File: config.mk
export PLATFORM = sky130hd
export DESIGN_NAME = sample_start_stop_scheduler
export DESIGN_NICKNAME = d
export VERILOG_FILES = /design/src/rtl/sched_pkg.sv /design/src/rtl/pin_sync.sv /design/src/rtl/sample_start_stop_scheduler.sv
export VERILOG_INCLUDE_DIRS = /design/src /design/src/rtl
export SDC_FILE = /design/constraint.sdc
export NUM_CORES = 2
export LEC_CHECK = 0
export BUFFER_PORTS_ARGS = -buffer_cell sky130_fd_sc_hd__buf_2
export CAP_MARGIN = 20
export CORE_ASPECT_RATIO = 1.5
export CORE_MARGIN = 2
export CORE_UTILIZATION = 45
export DETAILED_ROUTE_END_ITERATION = 12
export GPL_ROUTABILITY_DRIVEN = 0
export SLEW_MARGIN = 25
export SYNTH_ARGS = -nofsm -noshare
export SYNTH_HDL_FRONTEND = slang
export SYNTH_SLANG_ARGS = --single-unit
File: constraint.sdc
create_clock -name clk -period 9.36 [get_ports clk]
set_input_delay 1.404 -clock clk [delete_from_list [all_inputs] [get_ports clk]]
set_output_delay 1.404 -clock clk [all_outputs]
set_load 0.02 [all_outputs]
File: src/rtl/sched_map.svh
// Register offsets, field positions, reset values and timing counts of the
// sample start/stop scheduler.
// Assumes a 100 MHz clock and a word register port with 8-bit addresses.
`ifndef SCHED_MAP_SVH
`define SCHED_MAP_SVH

// Timing
`define CLK_PERIOD_NS  10
`define SEC_NS         1000000000
`define SECS_PER_MIN   32'h0000003c
`define SR_MAX         5'h18

// Register offsets
`define A_CTRL         8'h00
`define A_CFG          8'h04
`define A_NOW          8'h08
`define A_PROG_START   8'h0c
`define A_DELAY        8'h10
`define A_INTERVAL     8'h14
`define A_COMP_CNT     8'h18
`define A_NU_CNT       8'h1c
`define A_SR_CNT       8'h20
`define A_SR_IDX       8'h24
`define A_SR_TIME      8'h28
`define A_STATUS       8'h2c
`define A_NU_TIME      8'h30

// Command bits
`define CTRL_START     0
`define CTRL_ABORT     1
`define CTRL_REINIT    2
`define CTRL_MANUAL    3

// Configuration bits
`define CFG_FLOW       0
`define CFG_NONUNIF    1
`define CFG_SR_EN      2
`define CFG_ON_STOP    3
`define CFG_ON_RESUME  4
`define CFG_FLOW_START 5
`define CFG_ON_ENABLE  6
`define CFG_PROG_START 7

// Reset values
`define CFG_RESET      8'h00
`define DELAY_RESET    32'h00000002
`define INTERVAL_RESET 32'h00000e10
`define COUNT_RESET    32'h0000000a

`endif

File: src/rtl/sched_pkg.sv
// Types shared by the scheduler files.
// Assumes nothing of its surroundings.
`default_nettype none

package sched_pkg;

    // Phases of a sampling routine
    typedef enum logic [2:0] {PH_IDLE, PH_DELAY, PH_SUSP, PH_RUN, PH_PAUSED, PH_DONE} phase_t;

endpackage

`default_nettype wire

File: src/rtl/pin_sync.sv
// Two-flop synchronisers with rising-edge detect for external pins.
// Assumes the pins are asynchronous to clk.
`default_nettype none

module pin_sync #(
    parameter int N = 3
) (
    // Clock and reset
    input  wire logic         clk,
    input  wire logic         reset_n,
    // Raw pins and synchronised views
    input  wire logic [N-1:0] pin_in,
    output logic [N-1:0]      level,
    output logic [N-1:0]      rise
);

    typedef struct packed {
        logic [N-1:0] s1;
        logic [N-1:0] s2;
        logic [N-1:0] s3;
    } sync_t;

    sync_t r_reg;
    sync_t r_next;

    // Shift chain; only s2 and s3 are looked at
    always_comb
    begin
        r_next.s1 = pin_in;
        r_next.s2 = r_reg.s1;
        r_next.s3 = r_reg.s2;
    end

    // State register
    always_ff @(posedge clk or negedge reset_n)
    begin
        if (!reset_n)
            r_reg <= '0;
        else
            r_reg <= r_next;
    end

    ////////////////////////////////////////////////////////////////////////////
    // Per-bit level and edge
    for (genvar i = 0; i < N; i++)
    begin : g_bit
        assign level[i] = r_reg.s2[i];
        assign rise[i]  = r_reg.s2[i] & ~r_reg.s3[i];
    end

endmodule

`default_nettype wire

File: src/rtl/sample_start_stop_scheduler.sv
// Sample start/stop scheduler: start time, pacing, stop/resume, enable gate.
// Assumes flow meter pins are asynchronous and the register master is on clk.
//
// The address map and the address-and-strobe port were left to the implementer.
`include "sched_map.svh"
`default_nettype none

module sample_start_stop_scheduler #(
    parameter int TICK_CYCLES = `SEC_NS / `CLK_PERIOD_NS
) (
    // Clock and reset
    input  wire logic        clk,
    input  wire logic        reset_n,
    // Register port
    input  wire logic [7:0]  addr,
    input  wire logic [31:0] wdata,
    input  wire logic        wr_en,
    input  wire logic        rd_en,
    output logic [31:0]      rdata,
    // Flow meter and float pins
    input  wire logic        enable_pin,
    input  wire logic        flow_pulse_pin,
    input  wire logic        float_off_pin,
    // Sequencer request and status
    output logic             sample_req,
    output logic             running,
    output logic             done,
    output sched_pkg::phase_t phase
);
    import sched_pkg::*;

    typedef struct packed {
        phase_t           phase;
        logic [31:0]      now;
        logic [31:0]      tick_cnt;
        logic [7:0]       cfg;
        logic [31:0]      prog_start;
        logic [31:0]      delay_min;
        logic [31:0]      interval;
        logic [31:0]      comp_cnt;
        logic [31:0]      nu_cnt;
        logic [4:0]       sr_cnt;
        logic [4:0]       sr_idx;
        logic [23:0][31:0] sr_time;
        logic [31:0]      nu_time;
        logic             nu_done;
        logic             nu_missed;
        logic [4:0]       sr_ptr;
        logic [31:0]      delay_left;
        logic [31:0]      ivl_cnt;
        logic [31:0]      samples;
        logic [31:0]      rdata;
        logic             sample_req;
        logic             running;
        logic             done;
    } state_t;

    localparam state_t ST_RESET = '{phase: PH_IDLE, cfg: `CFG_RESET, delay_min: `DELAY_RESET,
                                    interval: `INTERVAL_RESET, comp_cnt: `COUNT_RESET,
                                    nu_cnt: `COUNT_RESET, default: '0};

    state_t      r_reg;
    state_t      r_next;
    logic [2:0]  pin_level;
    logic [2:0]  pin_rise;
    logic        enabled;
    logic        flow_rise;
    logic        float_off;
    logic        sec_tick;
    logic        start_cmd;
    logic        abort_cmd;
    logic        reinit_cmd;
    logic        manual_cmd;
    logic        flow_mode;
    logic        nonunif;
    logic        sample_on_stop_cfg;
    logic        sample_on_resume_cfg;
    logic        flow_sample_on_start_cfg;
    logic        sample_on_enable_cfg;
    logic        sr_on;
    logic        sr_hit;
    logic        nu_due;
    logic        start_now;
    logic        fire;
    logic [31:0] limit;

    ////////////////////////////////////////////////////////////////////////////
    // Pin synchronisers
    pin_sync #(
        .N (3)
    ) u_sync (
        .clk     (clk),
        .reset_n (reset_n),
        .pin_in  ({float_off_pin, flow_pulse_pin, enable_pin}),
        .level   (pin_level),
        .rise    (pin_rise)
    );

    // Flow meter gate level and pacing pulses
    assign enabled   = pin_level[0];
    assign flow_rise = pin_rise[1];
    assign float_off = pin_level[2];

    ////////////////////////////////////////////////////////////////////////////
    // Commands and configuration views
    assign sec_tick   = (r_reg.tick_cnt == 32'(TICK_CYCLES - 1));
    assign start_cmd  = wr_en && (addr == `A_CTRL) && wdata[`CTRL_START];
    assign abort_cmd  = wr_en && (addr == `A_CTRL) && wdata[`CTRL_ABORT];
    assign reinit_cmd = wr_en && (addr == `A_CTRL) && wdata[`CTRL_REINIT];
    assign manual_cmd = wr_en && (addr == `A_CTRL) && wdata[`CTRL_MANUAL];

    assign flow_mode                = r_reg.cfg[`CFG_FLOW];
    assign nonunif                  = r_reg.cfg[`CFG_NONUNIF];
    assign sample_on_stop_cfg       = r_reg.cfg[`CFG_ON_STOP];
    assign sample_on_resume_cfg     = r_reg.cfg[`CFG_ON_RESUME];
    assign flow_sample_on_start_cfg = r_reg.cfg[`CFG_FLOW_START];
    assign sample_on_enable_cfg     = r_reg.cfg[`CFG_ON_ENABLE];

    // Stop/resume schedule active only with a nonzero count
    assign sr_on  = r_reg.cfg[`CFG_SR_EN] && (r_reg.sr_cnt != 5'h00);
    assign sr_hit = sr_on && (r_reg.sr_ptr < r_reg.sr_cnt) && (r_reg.now >= r_reg.sr_time[r_reg.sr_ptr]);
    assign nu_due = nonunif && !r_reg.nu_done && (r_reg.now >= r_reg.nu_time);

    // Sample limit source
    assign limit = nonunif ? r_reg.nu_cnt : r_reg.comp_cnt;

    // Programmed time wins over the delay countdown
    assign start_now = r_reg.cfg[`CFG_PROG_START] ? (r_reg.now >= r_reg.prog_start)
                                                  : (r_reg.delay_left == 32'h0);

    ////////////////////////////////////////////////////////////////////////////
    // Next-state logic
    always_comb
    begin
        r_next = r_reg;
        fire   = 1'b0;

        // Seconds time base
        if (sec_tick)
        begin
            r_next.tick_cnt = 32'h0;
            r_next.now      = r_reg.now + 32'h1;
        end
        else
            r_next.tick_cnt = r_reg.tick_cnt + 32'h1;

        // Register writes
        if (wr_en)
        begin
            if (addr == `A_CFG)
                r_next.cfg = wdata[7:0];
            else if (addr == `A_NOW)
                r_next.now = wdata;
            else if (addr == `A_PROG_START)
                r_next.prog_start = wdata;
            else if (addr == `A_DELAY)
                r_next.delay_min = wdata;
            else if (addr == `A_INTERVAL)
                r_next.interval = wdata;
            else if (addr == `A_COMP_CNT)
                r_next.comp_cnt = wdata;
            else if (addr == `A_NU_CNT)
                r_next.nu_cnt = wdata;
            else if (addr == `A_SR_CNT)
            begin
                if (r_reg.cfg[`CFG_SR_EN] && (wdata <= 32'(`SR_MAX)))
                    r_next.sr_cnt = wdata[4:0];
            end
            else if (addr == `A_SR_IDX)
                r_next.sr_idx = wdata[4:0];
            else if (addr == `A_SR_TIME)
            begin
                if (r_reg.sr_idx < `SR_MAX)
                    r_next.sr_time[r_reg.sr_idx] = wdata;
            end
            else if (addr == `A_NU_TIME)
            begin
                r_next.nu_time = wdata;
                r_next.nu_done = 1'b0;
            end
        end

        // Register reads, data valid the next cycle
        r_next.rdata = 32'h0;
        if (rd_en)
        begin
            if (addr == `A_CFG)
                r_next.rdata = {24'h000000, r_reg.cfg};
            else if (addr == `A_NOW)
                r_next.rdata = r_reg.now;
            else if (addr == `A_PROG_START)
                r_next.rdata = r_reg.prog_start;
            else if (addr == `A_DELAY)
                r_next.rdata = r_reg.delay_min;
            else if (addr == `A_INTERVAL)
                r_next.rdata = r_reg.interval;
            else if (addr == `A_COMP_CNT)
                r_next.rdata = r_reg.comp_cnt;
            else if (addr == `A_NU_CNT)
                r_next.rdata = r_reg.nu_cnt;
            else if (addr == `A_SR_CNT)
                r_next.rdata = {27'h0000000, r_reg.sr_cnt};
            else if (addr == `A_SR_IDX)
                r_next.rdata = {27'h0000000, r_reg.sr_idx};
            else if (addr == `A_SR_TIME)
                r_next.rdata = (r_reg.sr_idx < `SR_MAX) ? r_reg.sr_time[r_reg.sr_idx] : 32'h0;
            else if (addr == `A_STATUS)
                r_next.rdata = {5'h00, r_reg.sr_ptr, r_reg.nu_done, r_reg.done, r_reg.running,
                                3'(r_reg.phase), r_reg.samples[15:0]};
            else if (addr == `A_NU_TIME)
                r_next.rdata = r_reg.nu_time;
        end

        // Re-initialize restores defaults, clock kept
        if (reinit_cmd)
        begin
            r_next          = ST_RESET;
            r_next.now      = r_reg.now;
            r_next.tick_cnt = r_reg.tick_cnt;
        end
        else if (abort_cmd)
            r_next.phase = PH_IDLE;
        else
        begin
            case (r_reg.phase)
                PH_IDLE, PH_DONE:
                begin
                    // Nothing runs before the start command
                    if (start_cmd)
                    begin
                        r_next.phase      = PH_DELAY;
                        r_next.delay_left = 32'(r_reg.delay_min * `SECS_PER_MIN);
                        r_next.sr_ptr     = 5'h00;
                        r_next.samples    = 32'h0;
                        r_next.nu_missed  = 1'b0;
                    end
                end
                PH_DELAY:
                begin
                    // Manual requests not looked at here; enable pin only read once the start time is reached
                    if (sec_tick && (r_reg.delay_left != 32'h0))
                        r_next.delay_left = r_reg.delay_left - 32'h1;
                    if (start_now)
                    begin
                        r_next.ivl_cnt = 32'h0;
                        if (enabled)
                        begin
                            r_next.phase = PH_RUN;
                            fire = !flow_mode || flow_sample_on_start_cfg;
                        end
                        else
                            r_next.phase = PH_SUSP;
                    end
                end
                PH_SUSP:
                begin
                    // Missed nonuniform events collapse to one
                    if (nu_due)
                        r_next.nu_missed = 1'b1;
                    if (float_off)
                        r_next.phase = PH_DONE;
                    else if (enabled)
                    begin
                        r_next.phase   = PH_RUN;
                        r_next.ivl_cnt = 32'h0;
                        fire = !flow_mode || sample_on_enable_cfg;
                        if (r_reg.nu_missed || nu_due)
                        begin
                            fire             = 1'b1;
                            r_next.nu_done   = 1'b1;
                            r_next.nu_missed = 1'b0;
                        end
                    end
                end
                PH_RUN:
                begin
                    if (float_off)
                        r_next.phase = PH_DONE;
                    else if (!enabled)
                        r_next.phase = PH_SUSP;
                    else if (sr_hit)
                    begin
                        r_next.sr_ptr = r_reg.sr_ptr + 5'h01;
                        if (!r_reg.sr_ptr[0])
                        begin
                            // Stop suppresses any coinciding interval sample
                            fire = sample_on_stop_cfg;
                            if (r_reg.sr_ptr + 5'h02 >= r_reg.sr_cnt)
                                r_next.phase = PH_DONE;
                            else
                                r_next.phase = PH_PAUSED;
                        end
                    end
                    else
                    begin
                        // Pacing
                        if (flow_mode)
                        begin
                            if (flow_rise)
                            begin
                                r_next.ivl_cnt = r_reg.ivl_cnt + 32'h1;
                                if (r_reg.ivl_cnt + 32'h1 >= r_reg.interval)
                                begin
                                    fire           = 1'b1;
                                    r_next.ivl_cnt = 32'h0;
                                end
                            end
                        end
                        else if (nonunif)
                        begin
                            if (nu_due)
                            begin
                                fire           = 1'b1;
                                r_next.nu_done = 1'b1;
                            end
                        end
                        else if (sec_tick)
                        begin
                            r_next.ivl_cnt = r_reg.ivl_cnt + 32'h1;
                            if (r_reg.ivl_cnt + 32'h1 >= r_reg.interval)
                            begin
                                fire           = 1'b1;
                                r_next.ivl_cnt = 32'h0;
                            end
                        end
                        // Manual request only while running
                        if (manual_cmd)
                            fire = 1'b1;
                    end
                end
                PH_PAUSED:
                begin
                    if (float_off)
                        r_next.phase = PH_DONE;
                    else if (sr_hit)
                    begin
                        r_next.sr_ptr  = r_reg.sr_ptr + 5'h01;
                        r_next.phase   = PH_RUN;
                        r_next.ivl_cnt = 32'h0;
                        fire = sample_on_resume_cfg;
                    end
                end
                default:
                    r_next.phase = PH_IDLE;
            endcase

            // Count samples; zero limit means no limit
            if (fire)
            begin
                r_next.samples = r_reg.samples + 32'h1;
                if ((limit != 32'h0) && (r_reg.samples + 32'h1 >= limit))
                    r_next.phase = PH_DONE;
            end
        end

        // One merged request per decision
        r_next.sample_req = fire;
        r_next.running    = (r_next.phase == PH_RUN) || (r_next.phase == PH_PAUSED) ||
                            (r_next.phase == PH_SUSP);
        r_next.done       = (r_next.phase == PH_DONE);
    end

    // State register
    always_ff @(posedge clk or negedge reset_n)
    begin
        if (!reset_n)
            r_reg <= ST_RESET;
        else
            r_reg <= r_next;
    end

    // Outputs straight from flops
    assign rdata      = r_reg.rdata;
    assign sample_req = r_reg.sample_req;
    assign running    = r_reg.running;
    assign done       = r_reg.done;
    assign phase      = r_reg.phase;
endmodule

`default_nettype wire

==> impl_metrics.yaml <==
critical_path:
  crit_fanout: 43
  cp-start-kind: "flip-flop"
  cp.arrival_ps: 8980
  worstSetupEndpointType: "flip-flop"
  path_class: "reg2reg"
  r2r_slack_ps: 1020
  critPathRequiredTime_ps: 10000
placement:
  pre_cts_ws_ps: 1450
  io_buffers: 84
  hpwlAfterDp_mm: 214
sta:
  setup_tns_ps: 0
  postLayoutSetupSlackWorst_ps: 1020
  finalClockSkew_ps: 19.8
  worst_pin_slew_ps: 1230
  rsz0062_at_grt: "false"
  setup_viol: 0
  fmax_mhz: 120
  period_share: 0.891
  period_needed_ps: 8340
  slew-limit-headroom: 0.179
  drv_slew: 0
  finalHoldViolCount: 0
detailed_routing:
  vias: 63700
  firstDrtPassIters: 10
  drtAntennaViolNets: 0
  wl_per_cell_um: 33.5
  routed_via_density: 6.74
  routed_wirelength_mm: 317
  drc: 0
  drtIter0Drc: 9056
clocking:
  cts_tree: "done"
  cts_buffer_depth: 3
  cts.reportedPaths.clkPinSlew_ps: 70
  hold_buffers: 0
  cts-resized-gates: 0
  cts.sinks: 1190
  h-tree-depth: 3
  cts_made_buffers: 117
  cts_root_buf: "clkbuf_16"
  clk_latency_ps: 800
  post_cts_buffers: 0
global_routing:
  track_usage: 0.395
  grt_first_pass_wirelength_mm: 452
  grt_max_degree: 163
  antenna_found_initial: 26
  overflow: 0
  grt_pass1_vias: 61700
floorplanning:
  io_pins: 85
  die_w_um: 328
  core_area_um2: 156000
  dieArea_um2: 160000
  rows: 178
  start_util: 0.452
  die_y_um: 489
yosys:
  synthesis.nets: 7802
  async_reset_ff_frac: 1.00
  synth_area_um2: 70700
  synth_warnings: 0
  synth.distinct_cells: 94
  yosysTopAreaCell: "dfrtp_1"
  synth_area_per_cell_um2: 9.43
  synthTopCellsByArea: "dfrtp_1 (42%), mux4_2 (13%), nand2_1 (9.7%)"
  synth_edf_count: 0
  postSynthCellCount: 7497
  synth_seq_cells: 1190
  yosysTopAreaCellShare: 0.418
  seq_area_frac_synth: 0.421
  synthFlopType: "dfrtp_1"
cells_and_area:
  nets: 7582
  largest_reg_flops: 1142
  num-fill-cells: 14500
  seqCellArea_um2: 29800
  final_common_cell: "nand2_1"
  multi_input_area_um2: 38500
  layout_common_cells: "nand2_1 (1807), dfrtp_1 (1174), o21ai_0 (962)"
  area_delta_synth_final_pct: 10.1
  drive_above_1_share: 0.150
flow_run:
  drv_cap: 0
pwr:
  ir_worst_vdd_mv: 0.208
  p_total_mw: 12.6
  power.density_nw_per_um2: 162
  leakage_nw: 31.9
hold_path:
  hp-class: "reg2reg"
status:
  status: "completed"
[power breakdown]
| part | switching [mW] | leakage, nW | total, mW | internal [mW] |
|---|---|---|---|---|
| clock | 2.27 | 2.05 | 5.31 | 3.03 |
| sequential | 0.266 | 16.3 | 5.57 | 5.30 |
| combinational | 1.22 | 13.6 | 1.77 | 0.543 |
[area by class of cell]
class / instances / area share
clock inverters: 64 / 0.0112
clock buffers: 153 / 0.0425
repair buffers: 285 / 0.0285
well taps: 2070 / 0.0333
diodes: 12 / 0.000386
flip-flops and latches: 1190 / 0.383
inverters: 141 / 0.00680
multi-input cells: 5542 / 0.494
[worst paths after layout]
path,cells past startpoint,startpoint,end
min reg2reg,0,u_sync.r_next[5],u_sync.level[2]
min in group asynchronous,1,reset_n,r_reg[100]
max reg2reg,17,r_reg[131],r_reg[82]
min,0,u_sync.r_next[5],u_sync.level[2]
max,17,r_reg[131],r_reg[82]
max in group asynchronous,3,reset_n,r_reg[314]
[critical path, cell delays in order (launching register included)]
cell	delay [ps]
dfrtp_4	930
buf_12	390
mux4_2	560
mux4_2	510
a22oi_1	800
ha_1	400
a21oi_1	130
o21ai_0	100
a221oi_1	510
nand2_1	120
o2111ai_1	520
nand2_2	320
mux2_1	400
o311ai_1	830
and2_1	240
buf_4	350
or2_1	830
o31ai_1	140
[cell families (layout without fill, tap and decap cells)]
kind of cell	count (synthesis)	in the layout	share of synthesized area
AO/OA/AOI/OAI	1910	1910	0.158
XOR/XNOR	87	87	0.0108
adder cells (fa/ha/maj)	259	259	0.0514
buffers and inverters	765	643	0.0434
flip-flops	1190	1190	0.421
multiplexers	503	503	0.146
other	0	12	0
AND/OR/NAND/NOR	2783	2783	0.169
[through the flow]
step | instances | hold WS (ps) | cell area, µm² | utilization
3_5_place_dp | 9222 | 343 | 73500 | 0.470
3_3_place_gp | 9220 | 344 | 73400 | 0.470
5_1_grt | 9447 | 344 | 77800 | 0.498
2_1_floorplan | 7497 | 331 | 70700 | -
4_1_cts | 9439 | 341 | 77700 | 0.497
6_report | 9457 | 345 | 77900 | 0.498
[routing by layer]
layer | share of wire | GRT usage
met5 | 0.00063 | 0.00845
met4 | 0.12 | 0.360
met3 | 0.12 | 0.141
met2 | 0.44 | 0.599
met1 | 0.32 | 0.435
[synth_stat cells, drive strengths merged, types with 9 or more instances]
cell / n
a211oi: 25
a21o: 71
a21oi: 265
a221oi: 15
a222oi: 20
a22o: 55
a22oi: 170
a31oi: 30
a32o: 9
and2: 42
and3: 71
and4: 16
buf: 137
clkbuf: 487
dfrtp: 1181
dfstp: 9
fa: 53
ha: 205
inv: 141
mux2: 37
mux2i: 50
mux4: 416
nand2: 1824
nand2b: 47
nand3: 245
nand4: 57
nor2: 253
nor2b: 13
nor3: 96
nor4: 27
o211ai: 11
o21a: 10
o21ai: 1076
o22ai: 58
o31ai: 26
or2: 19
or3: 43
xnor2: 47
xor2: 40
Note: power is estimated with default switching activity, not from simulation.
